`config.mk`:
```
export PLATFORM = sky130hd
export DESIGN_NAME = dmpp_program_port
export DESIGN_NICKNAME = d
export VERILOG_FILES = /design/src/design/dmpp_pkg.sv /design/src/design/dmpp_bus_cycle.sv /design/src/design/dmpp_program_port.sv
export SDC_FILE = /design/constraint.sdc
export NUM_CORES = 1
export LEC_CHECK = 0
export BUFFER_PORTS_ARGS = -buffer_cell sky130_fd_sc_hd__buf_2
export CAP_MARGIN = 20
export CELL_PAD_IN_SITES_DETAIL_PLACEMENT = 0
export CELL_PAD_IN_SITES_GLOBAL_PLACEMENT = 1
export CORE_MARGIN = 2
export CORE_UTILIZATION = 46
export DETAILED_ROUTE_END_ITERATION = 6
export PLACE_DENSITY_LB_ADDON = 0.3
export SLEW_MARGIN = 20
export SYNTH_ARGS = -nofsm -noshare
export SYNTH_HDL_FRONTEND = slang
export SYNTH_SLANG_ARGS = --single-unit
```
`constraint.sdc`:
```
create_clock -name clock -period 3.7 [get_ports clock]
set_input_delay 0.925 -clock clock [delete_from_list [all_inputs] [get_ports clock]]
set_output_delay 0.925 -clock clock [all_outputs]
set_load 0.01 [all_outputs]
```
`src/design/dmpp_pkg.sv`:
```
// shared constants and types for the dma programming port
package dmpp_pkg;
   // register port offsets
   localparam logic [7:0] OFS_PORT = 8'h00;
   localparam logic [7:0] OFS_IRQ_STAT = 8'h04;
   localparam logic [7:0] OFS_IRQ_MASK = 8'h08;
   // command group codes
   localparam logic [7:0] CMD_LOAD = 8'hCF;
   localparam logic [7:0] CMD_CONTINUE = 8'hD3;
   localparam logic [7:0] CMD_ENABLE = 8'h87;
   localparam logic [7:0] CMD_DISABLE = 8'h83;
   localparam logic [7:0] CMD_RD_STATUS = 8'hBF;
   localparam logic [7:0] CMD_RB_START = 8'hA7;
   localparam logic [7:0] CMD_RB_MASK = 8'hBB;
   localparam logic [7:0] CMD_REINIT = 8'h8B;
   localparam logic [7:0] CMD_RESET = 8'hC3;
   localparam logic [7:0] BASE_A_XFER = 8'h05;
   localparam logic [1:0] XFER_ONLY = 2'b01;
   // base byte flag positions
   localparam int B_ASRC = 2;
   localparam int B_ALO = 3;
   localparam int B_AHI = 4;
   localparam int B_LLO = 5;
   localparam int B_LHI = 6;
   localparam int B_IO = 3;
   localparam int B_CHG = 4;
   localparam int B_TIM = 6;
   localparam int B_MSK = 3;
   localparam int B_MAT = 4;
   localparam int B_EN = 6;
   localparam int B_BLO = 2;
   localparam int B_BHI = 3;
   localparam int B_INT = 4;
   localparam int B_AUTO = 5;
   // follow-on byte slots, served lowest first
   localparam int NSLOT = 12;
   localparam logic [3:0] SL_ALO = 4'h0;
   localparam logic [3:0] SL_AHI = 4'h1;
   localparam logic [3:0] SL_LLO = 4'h2;
   localparam logic [3:0] SL_LHI = 4'h3;
   localparam logic [3:0] SL_ATIM = 4'h4;
   localparam logic [3:0] SL_BTIM = 4'h5;
   localparam logic [3:0] SL_MASK = 4'h6;
   localparam logic [3:0] SL_MATCH = 4'h7;
   localparam logic [3:0] SL_BLO = 4'h8;
   localparam logic [3:0] SL_BHI = 4'h9;
   localparam logic [3:0] SL_INT = 4'hA;
   localparam logic [3:0] SL_RDM = 4'hB;
   // status byte and readback
   localparam logic [7:0] ST_BASE = 8'h1A;
   localparam int ST_MOVED = 0;
   localparam int ST_EOB_N = 5;
   localparam int RB_N = 7;
   localparam logic [6:0] RST_RDMASK = 7'h7F;
   // interrupt status bits
   localparam int IRQ_W = 2;
   localparam int IRQ_EOB = 0;
   localparam int IRQ_GRANT = 1;
   // address change and cycle timing codes
   localparam logic [1:0] CHG_DEC = 2'b00;
   localparam logic [1:0] CHG_INC = 2'b01;
   localparam logic [1:0] TIM_STD = 2'b00;
   localparam logic [1:0] TIM_SHORT = 2'b01;
   localparam logic [2:0] CYC_STD = 3'h3;
   localparam logic [2:0] CYC_SHORT = 3'h2;
   localparam logic [2:0] CYC_LONG = 3'h4;

   typedef enum logic [1:0] {
      ST_IDLE = 2'b00,
      ST_REQ = 2'b01,
      ST_READ = 2'b11,
      ST_WRITE = 2'b10
   } dmpp_state_e;

   typedef struct packed {
      logic isIo;
      logic [1:0] chg;
      logic [1:0] timing;
   } dmpp_cfg_s;

   typedef struct packed {
      logic [15:0] addr;
      logic [7:0] data;
      logic mreqN;
      logic iorqN;
      logic rdN;
      logic wrN;
      logic ctrlOe;
      logic dataOe;
   } dmpp_pins_s;

   typedef struct packed {
      dmpp_state_e state;
      logic [11:0] pend;
      logic [15:0] aStart;
      logic [15:0] bStart;
      logic [15:0] aCnt;
      logic [15:0] bCnt;
      logic [15:0] blockLen;
      logic [15:0] byteCnt;
      logic aSrc;
      logic [1:0] xferMode;
      dmpp_cfg_s aCfg;
      dmpp_cfg_s bCfg;
      logic [7:0] hold;
      logic autoRst;
      logic enabled;
      logic stNext;
      logic eob;
      logic moved;
      logic cycStart;
      logic [6:0] rdMask;
      logic [6:0] rbPend;
      logic [1:0] irqStat;
      logic [1:0] irqMask;
      logic irq;
      logic busReqOe;
      logic [7:0] rdata;
   } dmpp_core_s;

   localparam dmpp_core_s CORE_RST = '{state: ST_IDLE, rdMask: RST_RDMASK, default: '0};
endpackage : dmpp_pkg

```
`src/design/dmpp_bus_cycle.sv`:
```
// one memory or i/o read or write cycle as bus master
`timescale 1ns/10ps
`default_nettype none
module dmpp_bus_cycle (
   input wire logic clock,
   input wire logic reset,
   input wire logic start,
   input wire logic isIo,
   input wire logic isWrite,
   input wire logic [1:0] timing,
   input wire logic master,
   input wire logic [15:0] addr,
   input wire logic [7:0] wdata,
   input wire logic [7:0] dataIn,
   output var dmpp_pkg::dmpp_pins_s pins,
   output logic [7:0] rdData,
   output logic done
);
   import dmpp_pkg::*;
   logic [2:0] t_q, t_d, last_q, last_d;
   logic active_q, active_d, done_d;
   logic [7:0] rd_d;
   dmpp_pins_s pins_d;

   always_comb begin
      t_d = t_q;
      last_d = last_q;
      active_d = active_q;
      done_d = 1'b0;
      rd_d = rdData;
      pins_d = pins;
      if (start) begin
         active_d = 1'b1;
         t_d = 3'h0;
         // program chooses short, standard or long cycle
         unique case (timing)
            TIM_STD: last_d = CYC_STD - 3'h1;
            TIM_SHORT: last_d = CYC_SHORT - 3'h1;
            default: last_d = CYC_LONG - 3'h1;
         endcase
         pins_d.addr = addr;
         pins_d.data = wdata;
      end else if (active_q) begin
         t_d = t_q + 3'h1;
         // request and strobe fall together after address setup
         if (t_q == 3'h0) begin
            pins_d.mreqN = isIo;
            pins_d.iorqN = !isIo;
            pins_d.rdN = isWrite;
            pins_d.wrN = !isWrite;
         end
         if (t_q == last_q) begin
            pins_d.mreqN = 1'b1;
            pins_d.iorqN = 1'b1;
            pins_d.rdN = 1'b1;
            pins_d.wrN = 1'b1;
            active_d = 1'b0;
            done_d = 1'b1;
            rd_d = dataIn;
         end
      end
      pins_d.dataOe = active_d && isWrite;
      pins_d.ctrlOe = master;
   end

   always_ff @(posedge clock) begin
      if (reset) begin
         t_q <= 3'h0;
         last_q <= 3'h0;
         active_q <= 1'b0;
         done <= 1'b0;
         rdData <= 8'h00;
         pins <= '{mreqN: 1'b1, iorqN: 1'b1, rdN: 1'b1, wrN: 1'b1, default: '0};
      end else begin
         t_q <= t_d;
         last_q <= last_d;
         active_q <= active_d;
         done <= done_d;
         rdData <= rd_d;
         pins <= pins_d;
      end
   end
endmodule : dmpp_bus_cycle
`default_nettype wire

```
`src/design/dmpp_program_port.sv`:
```
// command interpreter, readback and transfer engine of the dma programming port
`timescale 1ns/10ps
`default_nettype none
// Contract
// - status read needs a fresh status command
// - readback returns masked registers in order
// - block moves length plus one bytes
// - parameter bytes follow their base byte
// - base byte 05 selects A-source transfer
// - enable command starts the device
// - bus cycles match host processor cycles
// - cycle timing programmable short or long
// - interrupt and bus request are open drain
// - no transfer before enable is written
module dmpp_program_port (
   input wire logic clock,
   input wire logic reset,
   input wire logic selectN,
   input wire logic [7:0] regAddr,
   input wire logic [7:0] regWdata,
   input wire logic regWr,
   input wire logic regRd,
   output logic [7:0] regRdata,
   output logic irq,
   output logic intOut,
   output logic intOe,
   input wire logic busReqIn,
   output logic busReqOut,
   output logic busReqOe,
   input wire logic busAckN,
   input wire logic [7:0] dataIn,
   output var dmpp_pkg::dmpp_pins_s pins
);
   import dmpp_pkg::*;
   dmpp_core_s core_q, core_d;
   dmpp_cfg_s cfg;
   logic wrPort, rdPort, selWr, selRd, cycDone, srcA, fin;
   logic [3:0] slot, rbIdx;
   logic [7:0] b, cycRdata, statusByte, rbNow;
   logic [15:0] cycAddr;

   function automatic logic [3:0] lowest(input logic [11:0] v);
      lowest = 4'h0;
      for (int i = NSLOT - 1; i >= 0; i--) begin
         if (v[i]) begin
            lowest = 4'(i);
         end
      end
   endfunction : lowest

   function automatic logic [15:0] step(input logic [15:0] a, input logic [1:0] chg);
      unique case (chg)
         CHG_DEC: step = a - 16'h0001;
         CHG_INC: step = a + 16'h0001;
         default: step = a;
      endcase
   endfunction : step

   // nothing reaches the block unless selected
   assign selWr = regWr && !selectN;
   assign selRd = regRd && !selectN;
   assign wrPort = selWr && regAddr == OFS_PORT;
   assign rdPort = selRd && regAddr == OFS_PORT;
   assign b = regWdata;
   assign slot = lowest(core_q.pend);
   assign rbIdx = lowest({5'h00, core_q.rbPend});
   // in a read the source port is addressed, in a write the other one
   assign srcA = (core_q.state == ST_READ) == core_q.aSrc;
   assign cfg = srcA ? core_q.aCfg : core_q.bCfg;
   assign cycAddr = srcA ? core_q.aCnt : core_q.bCnt;
   assign statusByte = ST_BASE | (8'(core_q.moved) << ST_MOVED)
                     | (8'(!core_q.eob) << ST_EOB_N);

   always_comb begin
      unique case (rbIdx)
         4'h0: rbNow = statusByte;
         4'h1: rbNow = core_q.byteCnt[7:0];
         4'h2: rbNow = core_q.byteCnt[15:8];
         4'h3: rbNow = core_q.aCnt[7:0];
         4'h4: rbNow = core_q.aCnt[15:8];
         4'h5: rbNow = core_q.bCnt[7:0];
         4'h6: rbNow = core_q.bCnt[15:8];
         default: rbNow = 8'h00;
      endcase
   end

   // master cycles come from the shared cycle generator
   dmpp_bus_cycle dmpp_bus_cycle_inst (
      .clock(clock),
      .reset(reset),
      .start(core_q.cycStart),
      .isIo(cfg.isIo),
      .isWrite(core_q.state == ST_WRITE),
      .timing(cfg.timing),
      .master(core_q.state[1]),
      .addr(cycAddr),
      .wdata(core_q.hold),
      .dataIn(dataIn),
      .pins(pins),
      .rdData(cycRdata),
      .done(cycDone)
   );

   always_comb begin
      core_d = core_q;
      core_d.cycStart = 1'b0;
      core_d.rdata = 8'h00;
      fin = 1'b0;
      // clears go first so an event in the same cycle wins
      if (selWr && regAddr == OFS_IRQ_STAT) begin
         core_d.irqStat = core_q.irqStat & ~regWdata[IRQ_W-1:0];
      end
      if (selWr && regAddr == OFS_IRQ_MASK) begin
         core_d.irqMask = regWdata[IRQ_W-1:0];
      end
      unique case (core_q.state)
         ST_IDLE: begin
            // only an enabled device asks for the bus
            if (core_q.enabled && busReqIn) begin
               core_d.state = ST_REQ;
               core_d.busReqOe = 1'b1;
            end
         end
         ST_REQ: begin
            if (!core_q.enabled) begin
               core_d.state = ST_IDLE;
               core_d.busReqOe = 1'b0;
            end else if (!busAckN) begin
               core_d.state = ST_READ;
               core_d.cycStart = 1'b1;
               core_d.irqStat[IRQ_GRANT] = 1'b1;
            end
         end
         ST_READ: begin
            if (cycDone) begin
               core_d.hold = cycRdata;
               // search-only mode reads and never writes
               if (core_q.xferMode[0]) begin
                  core_d.state = ST_WRITE;
                  core_d.cycStart = 1'b1;
               end else begin
                  fin = 1'b1;
               end
            end
         end
         ST_WRITE: begin
            fin = cycDone;
         end
      endcase
      if (fin) begin
         core_d.moved = 1'b1;
         core_d.byteCnt = core_q.byteCnt + 16'h0001;
         core_d.aCnt = step(core_q.aCnt, core_q.aCfg.chg);
         core_d.bCnt = step(core_q.bCnt, core_q.bCfg.chg);
         core_d.state = ST_READ;
         core_d.cycStart = 1'b1;
         // the count starts at zero, so length plus one bytes move
         if (core_q.byteCnt == core_q.blockLen) begin
            core_d.eob = 1'b1;
            core_d.irqStat[IRQ_EOB] = 1'b1;
            if (core_q.autoRst) begin
               core_d.aCnt = core_q.aStart;
               core_d.bCnt = core_q.bStart;
               core_d.byteCnt = 16'h0000;
            end else begin
               core_d.enabled = 1'b0;
            end
         end
         // a disable takes effect between bytes, never inside one
         if (!core_d.enabled) begin
            core_d.state = ST_IDLE;
            core_d.cycStart = 1'b0;
            core_d.busReqOe = 1'b0;
         end
      end
      // follow-on bytes fill the slots their base byte opened
      if (wrPort && core_q.pend != 12'h000) begin
         core_d.pend[slot] = 1'b0;
         unique case (slot)
            SL_ALO: core_d.aStart[7:0] = b;
            SL_AHI: core_d.aStart[15:8] = b;
            SL_LLO: core_d.blockLen[7:0] = b;
            SL_LHI: core_d.blockLen[15:8] = b;
            SL_ATIM: core_d.aCfg.timing = b[1:0];
            SL_BTIM: core_d.bCfg.timing = b[1:0];
            SL_BLO: core_d.bStart[7:0] = b;
            SL_BHI: core_d.bStart[15:8] = b;
            SL_RDM: core_d.rdMask = b[RB_N-1:0];
            // search and interrupt control bytes are swallowed here
            default: ;
         endcase
      end else if (wrPort) begin
         if (!b[7] && b[1:0] != 2'b00) begin
            core_d.aSrc = b[B_ASRC];
            core_d.xferMode = b[1:0];
            core_d.pend[SL_ALO] = b[B_ALO];
            core_d.pend[SL_AHI] = b[B_AHI];
            core_d.pend[SL_LLO] = b[B_LLO];
            core_d.pend[SL_LHI] = b[B_LHI];
         end else if (!b[7] && b[2]) begin
            core_d.aCfg.isIo = b[B_IO];
            core_d.aCfg.chg = b[B_CHG+:2];
            core_d.pend[SL_ATIM] = b[B_TIM];
         end else if (!b[7]) begin
            core_d.bCfg.isIo = b[B_IO];
            core_d.bCfg.chg = b[B_CHG+:2];
            core_d.pend[SL_BTIM] = b[B_TIM];
         end else if (b[1:0] == 2'b00) begin
            core_d.pend[SL_MASK] = b[B_MSK];
            core_d.pend[SL_MATCH] = b[B_MAT];
            // this bit is the same as the enable command
            if (b[B_EN]) begin
               core_d.enabled = 1'b1;
            end
         end else if (b[1:0] == 2'b01) begin
            core_d.pend[SL_BLO] = b[B_BLO];
            core_d.pend[SL_BHI] = b[B_BHI];
            core_d.pend[SL_INT] = b[B_INT];
         end else if (b[2:0] == 3'b010) begin
            core_d.autoRst = b[B_AUTO];
         end else begin
            unique case (b)
               // only the declared source is loaded
               CMD_LOAD: begin
                  if (core_q.aSrc) begin
                     core_d.aCnt = core_q.aStart;
                  end else begin
                     core_d.bCnt = core_q.bStart;
                  end
                  core_d.byteCnt = 16'h0000;
               end
               CMD_CONTINUE: core_d.byteCnt = 16'h0000;
               // start once the bus is won
               CMD_ENABLE: core_d.enabled = 1'b1;
               CMD_DISABLE: core_d.enabled = 1'b0;
               CMD_RD_STATUS: core_d.stNext = 1'b1;
               CMD_RB_START: begin
                  core_d.rbPend = core_q.rdMask;
                  core_d.stNext = 1'b0;
               end
               CMD_RB_MASK: core_d.pend[SL_RDM] = 1'b1;
               // a block end in the same cycle still sets the flags
               CMD_REINIT: begin
                  core_d.eob = fin && core_q.byteCnt == core_q.blockLen;
                  core_d.moved = fin;
               end
               CMD_RESET: begin
                  core_d.enabled = 1'b0;
                  core_d.autoRst = 1'b0;
                  core_d.pend = 12'h000;
                  core_d.aCfg.timing = TIM_STD;
                  core_d.bCfg.timing = TIM_STD;
               end
               default: ;
            endcase
         end
      end
      if (rdPort) begin
         if (core_q.stNext) begin
            core_d.rdata = statusByte;
            core_d.stNext = 1'b0;
         end else if (core_q.rbPend != 7'h00) begin
            core_d.rdata = rbNow;
            core_d.rbPend[rbIdx[2:0]] = 1'b0;
         end else begin
            core_d.rdata = 8'h00;
         end
      end else if (selRd && regAddr == OFS_IRQ_STAT) begin
         core_d.rdata = {6'h00, core_q.irqStat};
      end else if (selRd && regAddr == OFS_IRQ_MASK) begin
         core_d.rdata = {6'h00, core_q.irqMask};
      end
      core_d.irq = |(core_d.irqStat & core_d.irqMask);
   end

   always_ff @(posedge clock) begin
      if (reset) begin
         core_q <= CORE_RST;
      end else begin
         core_q <= core_d;
      end
   end

   assign regRdata = core_q.rdata;
   assign irq = core_q.irq;
   // open drain lines only ever pull low
   assign intOut = 1'b0;
   assign intOe = core_q.irq;
   assign busReqOut = 1'b0;
   assign busReqOe = core_q.busReqOe;
endmodule : dmpp_program_port
`default_nettype wire

```
==> results of run 1 <==
-- cell usage after synthesis, types with 6 or more instances --
master | number | area, µm²
or3_1 | 13 | 81.3
nand3_1 | 48 | 240
a22oi_1 | 34 | 255
nor2_1 | 178 | 668
o21bai_1 | 7 | 52.6
ha_1 | 34 | 425
nand4_1 | 11 | 68.8
buf_4 | 11 | 82.6
nand2_1 | 104 | 390
mux2i_1 | 95 | 951
nand2b_1 | 7 | 43.8
nor2b_1 | 15 | 93.8
a32o_1 | 6 | 60.1
a21oi_1 | 75 | 375
clkbuf_1 | 54 | 203
buf_1 | 14 | 52.6
dfxtp_1 | 209 | 4180
a211oi_1 | 35 | 263
a31oi_1 | 13 | 81.3
xor2_1 | 18 | 158
o21a_1 | 7 | 52.6
and3_1 | 13 | 81.3
o21ai_0 | 61 | 305
xnor2_1 | 39 | 342
o2bb2ai_1 | 6 | 52.6
inv_1 | 29 | 109
a21o_1 | 18 | 135
nor3_1 | 30 | 150
o211ai_1 | 7 | 52.6
nor4_1 | 7 | 43.8
nand3b_1 | 6 | 45.0
-- cells by family after synthesis --
| group | count (synthesis) |
|---|---|
| simple gates | 462 |
| compound gates | 320 |
| flops | 209 |
| buf+inv | 116 |
| mux | 99 |
| xor+xnor | 57 |
| fa+ha+maj | 36 |
| other cells | 1 |
-- metal layers --
| layer | vias up | global-route usage (%) | part of all wire [%] |
|---|---|---|---|
| met3 | 60 | 3.05 | 6.9 |
| met5 | - | 0 | 0 |
| met1 | 4588 | 36.7 | 46 |
| met4 | 0 | 7.85 | 2.7 |
| met2 | 363 | 42.0 | 45 |
| li1 | 4778 | - | - |
-- tightest hold or removal path, cell delays in order (launching register included) --
cell	delay, ps
dfxtp_1	310
nand2_1	50
a21oi_1	50
-- final timing paths --
| check | slack (ps) | endpoint | startpoint |
|---|---|---|---|
| worst max-delay path | 520 | core_q[113] | core_q[50] |
| worst min-delay path | 460 | core_q[141] | core_q[141] |
| worst max register to register | 520 | core_q[113] | core_q[50] |
| worst min register to register | 460 | core_q[141] | core_q[141] |
-- state kept, by name, indices dropped and copies added (netlist names) --
| signal | count |
|---|---|
| dmpp_bus_cycle_inst.rdData | 8 |
| dmpp_bus_cycle_inst.active_q | 1 |
| dmpp_bus_cycle_inst.pins | 30 |
| dmpp_bus_cycle_inst.done | 1 |
| regRdata | 8 |
| intOe | 1 |
| busReqOe | 1 |
| dmpp_bus_cycle_inst.t_q | 3 |
| dmpp_bus_cycle_inst.last_q | 2 |
| core_q | 154 |
-- layout make-up --
| cell class | count | area share, % |
|---|---|---|
| clock inverter | 12 | 1.30 |
| tap | 319 | 3.19 |
| multi-input combinational | 976 | 50.3 |
| sequential | 209 | 33.5 |
| timing repair buffer | 110 | 5.30 |
| clock buffer | 32 | 5.53 |
| inverter | 30 | 0.901 |
-- power by group --
| group | switching, mW | leakage, nW | total, mW | internal [mW] |
|---|---|---|---|---|
| Combinational | 0.0999 | 3.07 | 0.134 | 0.0336 |
| Sequential | 0.0000576 | 1.68 | 2.25 | 2.25 |
| Clock | 0.975 | 0.424 | 2.56 | 1.59 |
| Total | 1.07 | 5.18 | 4.95 | 3.87 |
==> run summary, run 1 <==
result of the run -> completed
count of final setup violators -> 0
nature of the critical path endpoint -> flip-flop
total count of hold-check failures in the final report -> 0
fraction of the mapped netlist area in simple logic gates -> 19.9%
maximum number of pins on one net before global-route repair -> 84
highest-count cells in the layout ignoring fill and taps -> dfxtp_1, nor2_1, nand2_1, mux2i_1, a21oi_1
Area after DPL -> 0.0116 mm²
DIE WIDTH -> 158 µm
Initial Utilization -> 46.8%
post-synthesis compound-gate area fraction -> 19.5%
antenna diode count -> 0
Crit path buffers/inverters -> 0
largest fanout on the critical path -> 5
number of fill cells -> 2285
Multi-input gate area -> 0.00629 mm²
peak supply drop -> 0.381 mV
setup TNS -> 0 ps
Post-Synth Adder-Cell Area -> 4.25%
kind of critical path -> reg2reg
post-synth design cell area -> 0.0110 mm²
Worst-Margin Slew -> 925 ps
first-pass detailed-route iteration total -> 5
via count of the first global-routing pass -> 9135
Final #Nets -> 1418
clock input transition at the sequential cells of the worst setup and hold paths -> 70 ps
crit-path cells -> nand2b_1 -> ha_1 -> nor2b_1 -> o21ai_0 -> a21oi_1 -> o41ai_1 -> o21ai_0 -> nand2_1 -> or3b_2 -> a31oi_1
Placeable Area -> 0.0234 mm²
count of yosys warnings during synthesis -> 0
combinational family with the most area after synthesis -> simple AND/OR/NAND/NOR gates
critical path's largest stage delay -> 560 ps
most frequent standard cell in the layout excluding fill and tap cells -> dfxtp_1
worst min-delay path category -> reg2reg
Post-Place Setup Slack -> 392 ps
overall routed net length -> 32800 µm
EDFF count, synth -> 0
Worst EP required -> 4150 ps
worst-case clock skew -> 15.0 ps
max-slew violations -> 0
RD Place Congestion -> 0.901
part of the Yosys area used for sequential elements -> 38.2%
wire length of the first global-routing pass -> 51100 µm
number of sinks driven by the clock tree -> 209
number of placed I/O pins -> 74
final worst setup slack -> 516 ps
HPWL after DPL -> 24000 µm
worst-case clock buffer depth -> 3
DRC violation count after routing -> 0
Port Buf Inserts -> 71
Max Freq -> 314 MHz
Die Y -> 158 µm
Crit. path cell count -> 10
antenna-violating nets left -> 0
family with the most delay on the worst path -> compound AO/OA/AOI/OAI gates
startpoint types -> flip-flop
total power after layout -> 4.95 mW
setup repair after global routing missed its margin -> no
min Tclk post-route -> 3180 ps
number of instances in the placed design -> 1643
Async S/R FF share, synth -> 0%
sequential cell area -> 0.00419 mm²
final instance area -> 0.0125 mm²
Slew HR -> 38.1%
area share of xor/xnor cells in the synthesized design -> 4.56%
Reg2Reg Depth -> 10
clock latency of the later-clocked register in the worst-skew pair -> 520 ps
reported leakage power -> 5.18 nW
TritonCTS Buffers -> 24
std cell rows -> 56
Gate Count Post-Synth -> 1300
share of cells above drive strength 1 -> 12.3%
max-capacitance violation count -> 0
Main synth FF type -> dfxtp_1
power density over the cells -> 396 mW/mm²
post-detailed-route via-to-cell ratio -> 5.80
count of hold buffers inserted by post-cts repair -> 0
average cell area after synthesis -> 8.42 µm²
highest-delay cell along the critical path -> o41ai_1
final instance count without filler cells -> 1688
Gates resized, CTS repair -> 0
dominant cell type by count on the critical path -> o21ai_0
mean routed wirelength per cell -> 19.4 µm
via count -> 9789
maximum level of the CTS H-tree -> 1
die area -> 0.0251 mm²
end-of-flow core utilization -> 53.4%
Area growth, synth to finish -> 14.2%
Unique masters post-synth -> 74
synthesis-stage register bit count -> 209
Post-CTS Setup Inserts -> 0
share of synthesized area spent on multiplexers -> 9.09%
number of DRC violations after detailed-routing iteration 0 -> 912
Remaining Overflow, GRT -> 0
signal arrival time at the worst endpoint -> 3640 ps
CTS tree -> built
Clock Root Buffer -> clkbuf_16
number of antenna violations at the first check in global routing -> 0
aggregate global-route resource usage -> 26.1%
worst hold stages -> 2
Final Cycle Share -> 86.1%
post-route worst hold slack -> 456 ps
Note: power is estimated with default switching activity, not from simulation.
==> run 2, diff against run 1 <==
--- a/config.mk
+++ b/config.mk
@@ -10,10 +10,11 @@
 export CELL_PAD_IN_SITES_DETAIL_PLACEMENT = 0
 export CELL_PAD_IN_SITES_GLOBAL_PLACEMENT = 1
 export CORE_MARGIN = 2
-export CORE_UTILIZATION = 46
+export CORE_UTILIZATION = 47
 export DETAILED_ROUTE_END_ITERATION = 6
 export PLACE_DENSITY_LB_ADDON = 0.3
 export SLEW_MARGIN = 20
 export SYNTH_ARGS = -nofsm -noshare
 export SYNTH_HDL_FRONTEND = slang
+export SYNTH_HIERARCHICAL = 1
 export SYNTH_SLANG_ARGS = --single-unit
==> run 2 against run 1 <==
Effect of this change: clock power grew 7%; first-iteration DRC count rose by 17%; worst hold slack barely moved; clock-buffer cell count down 3; non-clock buffer count shrank 13; largest cell class unchanged; design area grew 2.3%; die area up 0.73%; routed wire length decreased by 0.56%; core utilization grew 0.88 points; maximum frequency down 3.0%; sequential power about the same; synthesized area rose by 2.9%.
==> run summary, run 2 <==
startpoint types -> flip-flop
max-slew violations -> 0
number of sinks driven by the clock tree -> 209
die area -> 0.0252 mm²
Slew HR -> 32.8%
Worst-Margin Slew -> 1010 ps
Area growth, synth to finish -> 13.4%
RD Place Congestion -> 0.889
setup TNS -> 0 ps
Largest Register -> core_q
count of yosys warnings during synthesis -> 6
setup repair after global routing missed its margin -> no
Reg2Reg Depth -> 10
number of antenna violations at the first check in global routing -> 0
portion of synthesized cell area occupied by the leading cell type -> 37.1%
dominant cell type by area after synthesis -> dfxtp_1
clock latency of the later-clocked register in the worst-skew pair -> 530 ps
average cell area after synthesis -> 8.51 µm²
sequential cell area -> 0.00419 mm²
hold endpoint -> core_q[139]
nature of the critical path endpoint -> flip-flop
synth top area cells -> dfxtp_1, mux2i_1, nor2_1, nand2_1, ha_1
number of placed I/O pins -> 74
Remaining Overflow, GRT -> 0
mean routed wirelength per cell -> 19.1 µm
antenna diode count -> 0
Port Buf Inserts -> 71
antenna-violating nets left -> 0
internal reg-to-reg setup slack -> 420 ps
HPWL after DPL -> 23700 µm
launch point of the worst hold path -> core_q[139]
aggregate global-route resource usage -> 25.0%
post-synth design cell area -> 0.0113 mm²
post-detailed-route via-to-cell ratio -> 5.88
overall routed net length -> 32600 µm
TritonCTS Buffers -> 24
final worst setup slack -> 416 ps
most frequent standard cell in the layout excluding fill and tap cells -> dfxtp_1
signal arrival time at the worst endpoint -> 3700 ps
Clock Root Buffer -> clkbuf_16
FF-to-FF Start -> core_q[49]
power density over the cells -> 401 mW/mm²
top cells by count, synth -> dfxtp_1, nor2_1, nand2_1
share of cells above drive strength 1 -> 13.4%
library cell with the highest instance count after synthesis -> dfxtp_1
destination of the worst register-to-register timing path -> core_q[116]
worst min-delay path category -> reg2reg
worst-case clock skew -> 11.3 ps
Post-CTS Setup Inserts -> 0
worst-case clock buffer depth -> 3
Unique masters post-synth -> 83
Placeable Area -> 0.0235 mm²
switching portion of total power -> 21.4%
clock power share -> 53.5%
Async S/R FF share, synth -> 0%
total count of hold-check failures in the final report -> 0
maximum level of the CTS H-tree -> 1
first-pass detailed-route iteration total -> 7
Initial Utilization -> 47.9%
Seq pwr share -> 43.9%
Int Pwr -> 4.03 mW
post-route worst hold slack -> 456 ps
part of the Yosys area used for sequential elements -> 37.1%
worst hold stages -> 2
kind of critical path -> reg2reg
number of fill cells -> 2261
Post-Place Setup Slack -> 342 ps
reported leakage power -> 5.12 nW
EDFF count, synth -> 0
maximum number of pins on one net before global-route repair -> 61
highest-count cells in the layout ignoring fill and taps -> dfxtp_1, nor2_1, nand2_1, mux2i_1
peak supply drop -> 0.330 mV
Final #Nets -> 1435
Gates resized, CTS repair -> 0
Gate Count Post-Synth -> 1325
number of DRC violations after detailed-routing iteration 0 -> 1070
count of final setup violators -> 0
largest registers -> core_q: 154 flops, dmpp_bus_cycle_inst/pins: 30 flops
Worst EP required -> 4120 ps
Final Cycle Share -> 88.7%
std cell rows -> 56
Die Y -> 159 µm
NetSw -> 1.10 mW
wire length of the first global-routing pass -> 51100 µm
result of the run -> completed
synthesis-stage register bit count -> 209
largest fanout on the critical path -> 12
Main synth FF type -> dfxtp_1
Multi-input gate area -> 0.00663 mm²
via count -> 10030
Max Freq -> 305 MHz
total power after layout -> 5.12 mW
power share of the combinational group -> 2.6%
via count of the first global-routing pass -> 9153
count of hold buffers inserted by post-cts repair -> 0
max-capacitance violation count -> 0
max FFs per register -> 154
min Tclk post-route -> 3280 ps
DRC violation count after routing -> 0
CTS tree -> built
clock input transition at the sequential cells of the worst setup and hold paths -> 60 ps
DIE WIDTH -> 159 µm
[run 2: cell count changes after synthesis, sizes merged, moves of 11 or more]
cell | before | now
a211oi | 35 | 14
and3 | 13 | 27
mux2 | 4 | 19
nand2 | 104 | 135
nand2b | 7 | 33
nand3 | 49 | 29
o21ai | 63 | 52
[run 2: cells by family (layout without fill, tap and decap cells)]
| group | count (synthesis) | in the layout | synth area share (%) |
|---|---|---|---|
| fa+ha+maj | 36 | 36 | 4.13 |
| compound gates | 290 | 290 | 17.7 |
| flops | 209 | 209 | 37.1 |
| other cells | 1 | 2 | 0.0333 |
| mux | 120 | 120 | 10.9 |
| simple gates | 507 | 507 | 21.7 |
| buf+inv | 107 | 167 | 4.18 |
| xor+xnor | 55 | 55 | 4.27 |
[run 2: worst max path at each step]
stage | start | to | slack [ps] | cells past startpoint
floorplan | core_q[49] | core_q[116] | 450 | 10
detailed placement | regAddr[1] | core_q[129] | 340 | 7
global route | core_q[49] | core_q[116] | 240 | 10
CTS | core_q[49] | core_q[116] | 440 | 10
global placement | regAddr[1] | core_q[132] | 380 | 7
finish | core_q[49] | core_q[116] | 420 | 10
[run 2: metal layers]
layer  wire [µm]  up-vias  track usage [%]
met5           0        -                0
li1            -     4858                -
met3        2240       58             4.39
met4         894        0             7.23
met1       14800     4759             34.7
met2       14600      355             39.9
[run 2: power groups by stage]
stage               clock network, mW  logic, mW  registers, mW
floorplan                           0     0.0786           2.30
global placement                    0      0.133           2.30
detailed placement                  0      0.132           2.30
CTS                              2.78      0.132           2.25
global route                     2.86      0.143           2.25
finish                           2.74      0.134           2.25
[run 2: final cells by class]
class	instances	area share, %
clock buffers	29	5.08
clock inverters	15	2.11
inverters	26	0.763
multi-input cells	1010	51.9
flip-flops and latches	209	32.7
well taps	319	3.12
repair buffers	97	4.33
[run 2: through the flow]
step / instance area [µm²] / util, % / cells
CTS: 12800 / 54.3 / 1705
floorplan: 11300 / - / 1326
global route: 12800 / 54.3 / 1705
global placement: 11900 / 50.4 / 1661
detailed placement: 11900 / 50.4 / 1661
finish: 12800 / 54.3 / 1705
[run 2: critical path, cell delays in order, from the launching register on]
cell      delay [ps]
dfxtp_1          490
nand2_1          360
ha_1             460
and3_1           190
a221o_1          360
a221o_1          390
o41ai_2          220
buf_4            190
o21bai_1          90
xor2_1           150
a211o_1          290
==> run 3, diff against run 2 <==
--- a/config.mk
+++ b/config.mk
@@ -5,13 +5,14 @@
 export SDC_FILE = /design/constraint.sdc
 export NUM_CORES = 1
 export LEC_CHECK = 0
-export BUFFER_PORTS_ARGS = -buffer_cell sky130_fd_sc_hd__buf_2
 export CAP_MARGIN = 20
 export CELL_PAD_IN_SITES_DETAIL_PLACEMENT = 0
 export CELL_PAD_IN_SITES_GLOBAL_PLACEMENT = 1
+export CORE_ASPECT_RATIO = 0.9
 export CORE_MARGIN = 2
-export CORE_UTILIZATION = 47
+export CORE_UTILIZATION = 49
 export DETAILED_ROUTE_END_ITERATION = 6
+export DONT_BUFFER_PORTS = 1
 export PLACE_DENSITY_LB_ADDON = 0.3
 export SLEW_MARGIN = 20
 export SYNTH_ARGS = -nofsm -noshare
==> run 3 against run 2 <==
Effect of this change: maximum frequency increased by 6.2%; clock-buffer cell count increased by 3; first-iteration DRC count decreased by 0.28%; flip-flop and latch count unchanged; sequential power about the same; routed wire length increased by 2.0%; non-clock buffer count decreased by 69; critical path depth increased by 1; critical path type unchanged; critical endpoint unchanged; largest power group unchanged.
==> run summary, run 3 (synthesized netlist as in run 2, its figures left out) <==
total count of hold-check failures in the final report -> 0
Max Freq -> 323 MHz
Die Y -> 148 µm
clock latency of the later-clocked register in the worst-skew pair -> 520 ps
highest-count cells in the layout ignoring fill and taps -> dfxtp_1, nor2_1, nand2_1, mux2i_1, a21oi_1
antenna-violating nets left -> 0
Worst-Margin Slew -> 1000 ps
overall routed net length -> 33200 µm
peak supply drop -> 0.293 mV
number of DRC violations after detailed-routing iteration 0 -> 1067
CTS tree -> built
share of cells above drive strength 1 -> 8.38%
Remaining Overflow, GRT -> 0
min Tclk post-route -> 3090 ps
startpoint types -> flip-flop
Final #Nets -> 1366
count of hold buffers inserted by post-cts repair -> 0
Final Cycle Share -> 83.6%
setup TNS -> 0 ps
aggregate global-route resource usage -> 27.0%
max FFs per register -> 154
kind of critical path -> reg2reg
power density over the cells -> 375 mW/mm²
Post-CTS Setup Inserts -> 0
number of antenna violations at the first check in global routing -> 0
first-pass detailed-route iteration total -> 5
reported leakage power -> 4.73 nW
TritonCTS Buffers -> 24
Port Buf Inserts -> 0
maximum number of pins on one net before global-route repair -> 183
largest registers -> core_q: 154 flops, dmpp_bus_cycle_inst/pins: 30 flops
post-detailed-route via-to-cell ratio -> 6.14
most frequent standard cell in the layout excluding fill and tap cells -> dfxtp_1
DIE WIDTH -> 164 µm
nature of the critical path endpoint -> flip-flop
wire length of the first global-routing pass -> 51500 µm
Slew HR -> 33.1%
DRC violation count after routing -> 0
count of final setup violators -> 0
max-capacitance violation count -> 0
via count -> 9892
clock input transition at the sequential cells of the worst setup and hold paths -> 60 ps
std cell rows -> 52
worst min-delay path category -> reg2reg
number of placed I/O pins -> 74
RD Place Congestion -> 0.916
Placeable Area -> 0.0225 mm²
number of instances in the placed design -> 1570
setup repair after global routing missed its margin -> no
signal arrival time at the worst endpoint -> 3500 ps
maximum level of the CTS H-tree -> 1
Largest Register -> core_q
final worst setup slack -> 607 ps
Clock Root Buffer -> clkbuf_16
die area -> 0.0242 mm²
worst-case clock skew -> 11.9 ps
Post-Place Setup Slack -> 340 ps
largest fanout on the critical path -> 6
antenna diode count -> 0
Worst EP required -> 4110 ps
Initial Utilization -> 50.1%
worst-case clock buffer depth -> 3
HPWL after DPL -> 23700 µm
via count of the first global-routing pass -> 9098
Area growth, synth to finish -> 8.58%
final instance count without filler cells -> 1610
end-of-flow core utilization -> 54.4%
Gates resized, CTS repair -> 0
mean routed wirelength per cell -> 20.6 µm
number of sinks driven by the clock tree -> 209
max-slew violations -> 0
result of the run -> completed
==> run 3: changes by cell type in the layout (fill, tap and decap cells not counted), sizes merged <==
cell	previous run	this run
clkbuf	29	32
clkinvlp	2	0
inv	26	27
bufinv	7	1
buf	97	28
==> run 3: worst paths after layout <==
check | start | endpoint | slack (ps) | cells past startpoint
max | core_q[50] | core_q[116] | 610 | 11
min | core_q[141] | core_q[141] | 460 | 2
max reg2reg | core_q[50] | core_q[116] | 610 | 11
min reg2reg | core_q[141] | core_q[141] | 460 | 2
==> run 3: area by class of cell <==
cell class                      instances  area, µm²
Tap cell                              297        372
Timing Repair Buffer                   28        210
Fill cell                            2170      10300
Clock inverter                          8       75.1
Clock buffer                           32        672
Inverter                               26       97.6
Sequential cell                       209       4190
Multi-Input combinational cell       1010       6630
==> run 3: worst max-delay path, cell delays in order, from the launching register on <==
cell	delay, ps
dfxtp_1	330
inv_1	130
nand2_1	220
ha_1	410
and3_1	190
a221o_1	370
a221o_1	390
o41ai_2	210
buf_4	180
o21bai_1	80
xor2_1	160
a211o_1	290
==> run 3: stage by stage <==
stage               instance area [µm²]  hold slack (ps)  power, mW
floorplan                         11300              424       2.38
global placement                  11500              438       2.35
detailed placement                11500              447       2.35
CTS                               12200              455       4.62
global route                      12200              466       4.71
finish                            12200              462       4.59
==> run 3: routing by layer <==
metal / vias up / GRT usage, % / share of wire [%] / routed length (µm)
met4: 0 / 7.85 / 2.9 / 973
met5: - / 0 / 0 / 0
met1: 4698 / 39.2 / 46 / 15100
met2: 384 / 41.4 / 44 / 14700
li1: 4739 / - / - / -
met3: 71 / 4.38 / 7.4 / 2450
==> run 3: power by group <==
part	internal (mW)	switching, mW	total [mW]	leakage (nW)
Clock	1.34	0.955	2.30	0.372
Sequential	2.25	0.0000648	2.25	1.68
Combinational	0.0177	0.0300	0.0477	2.67
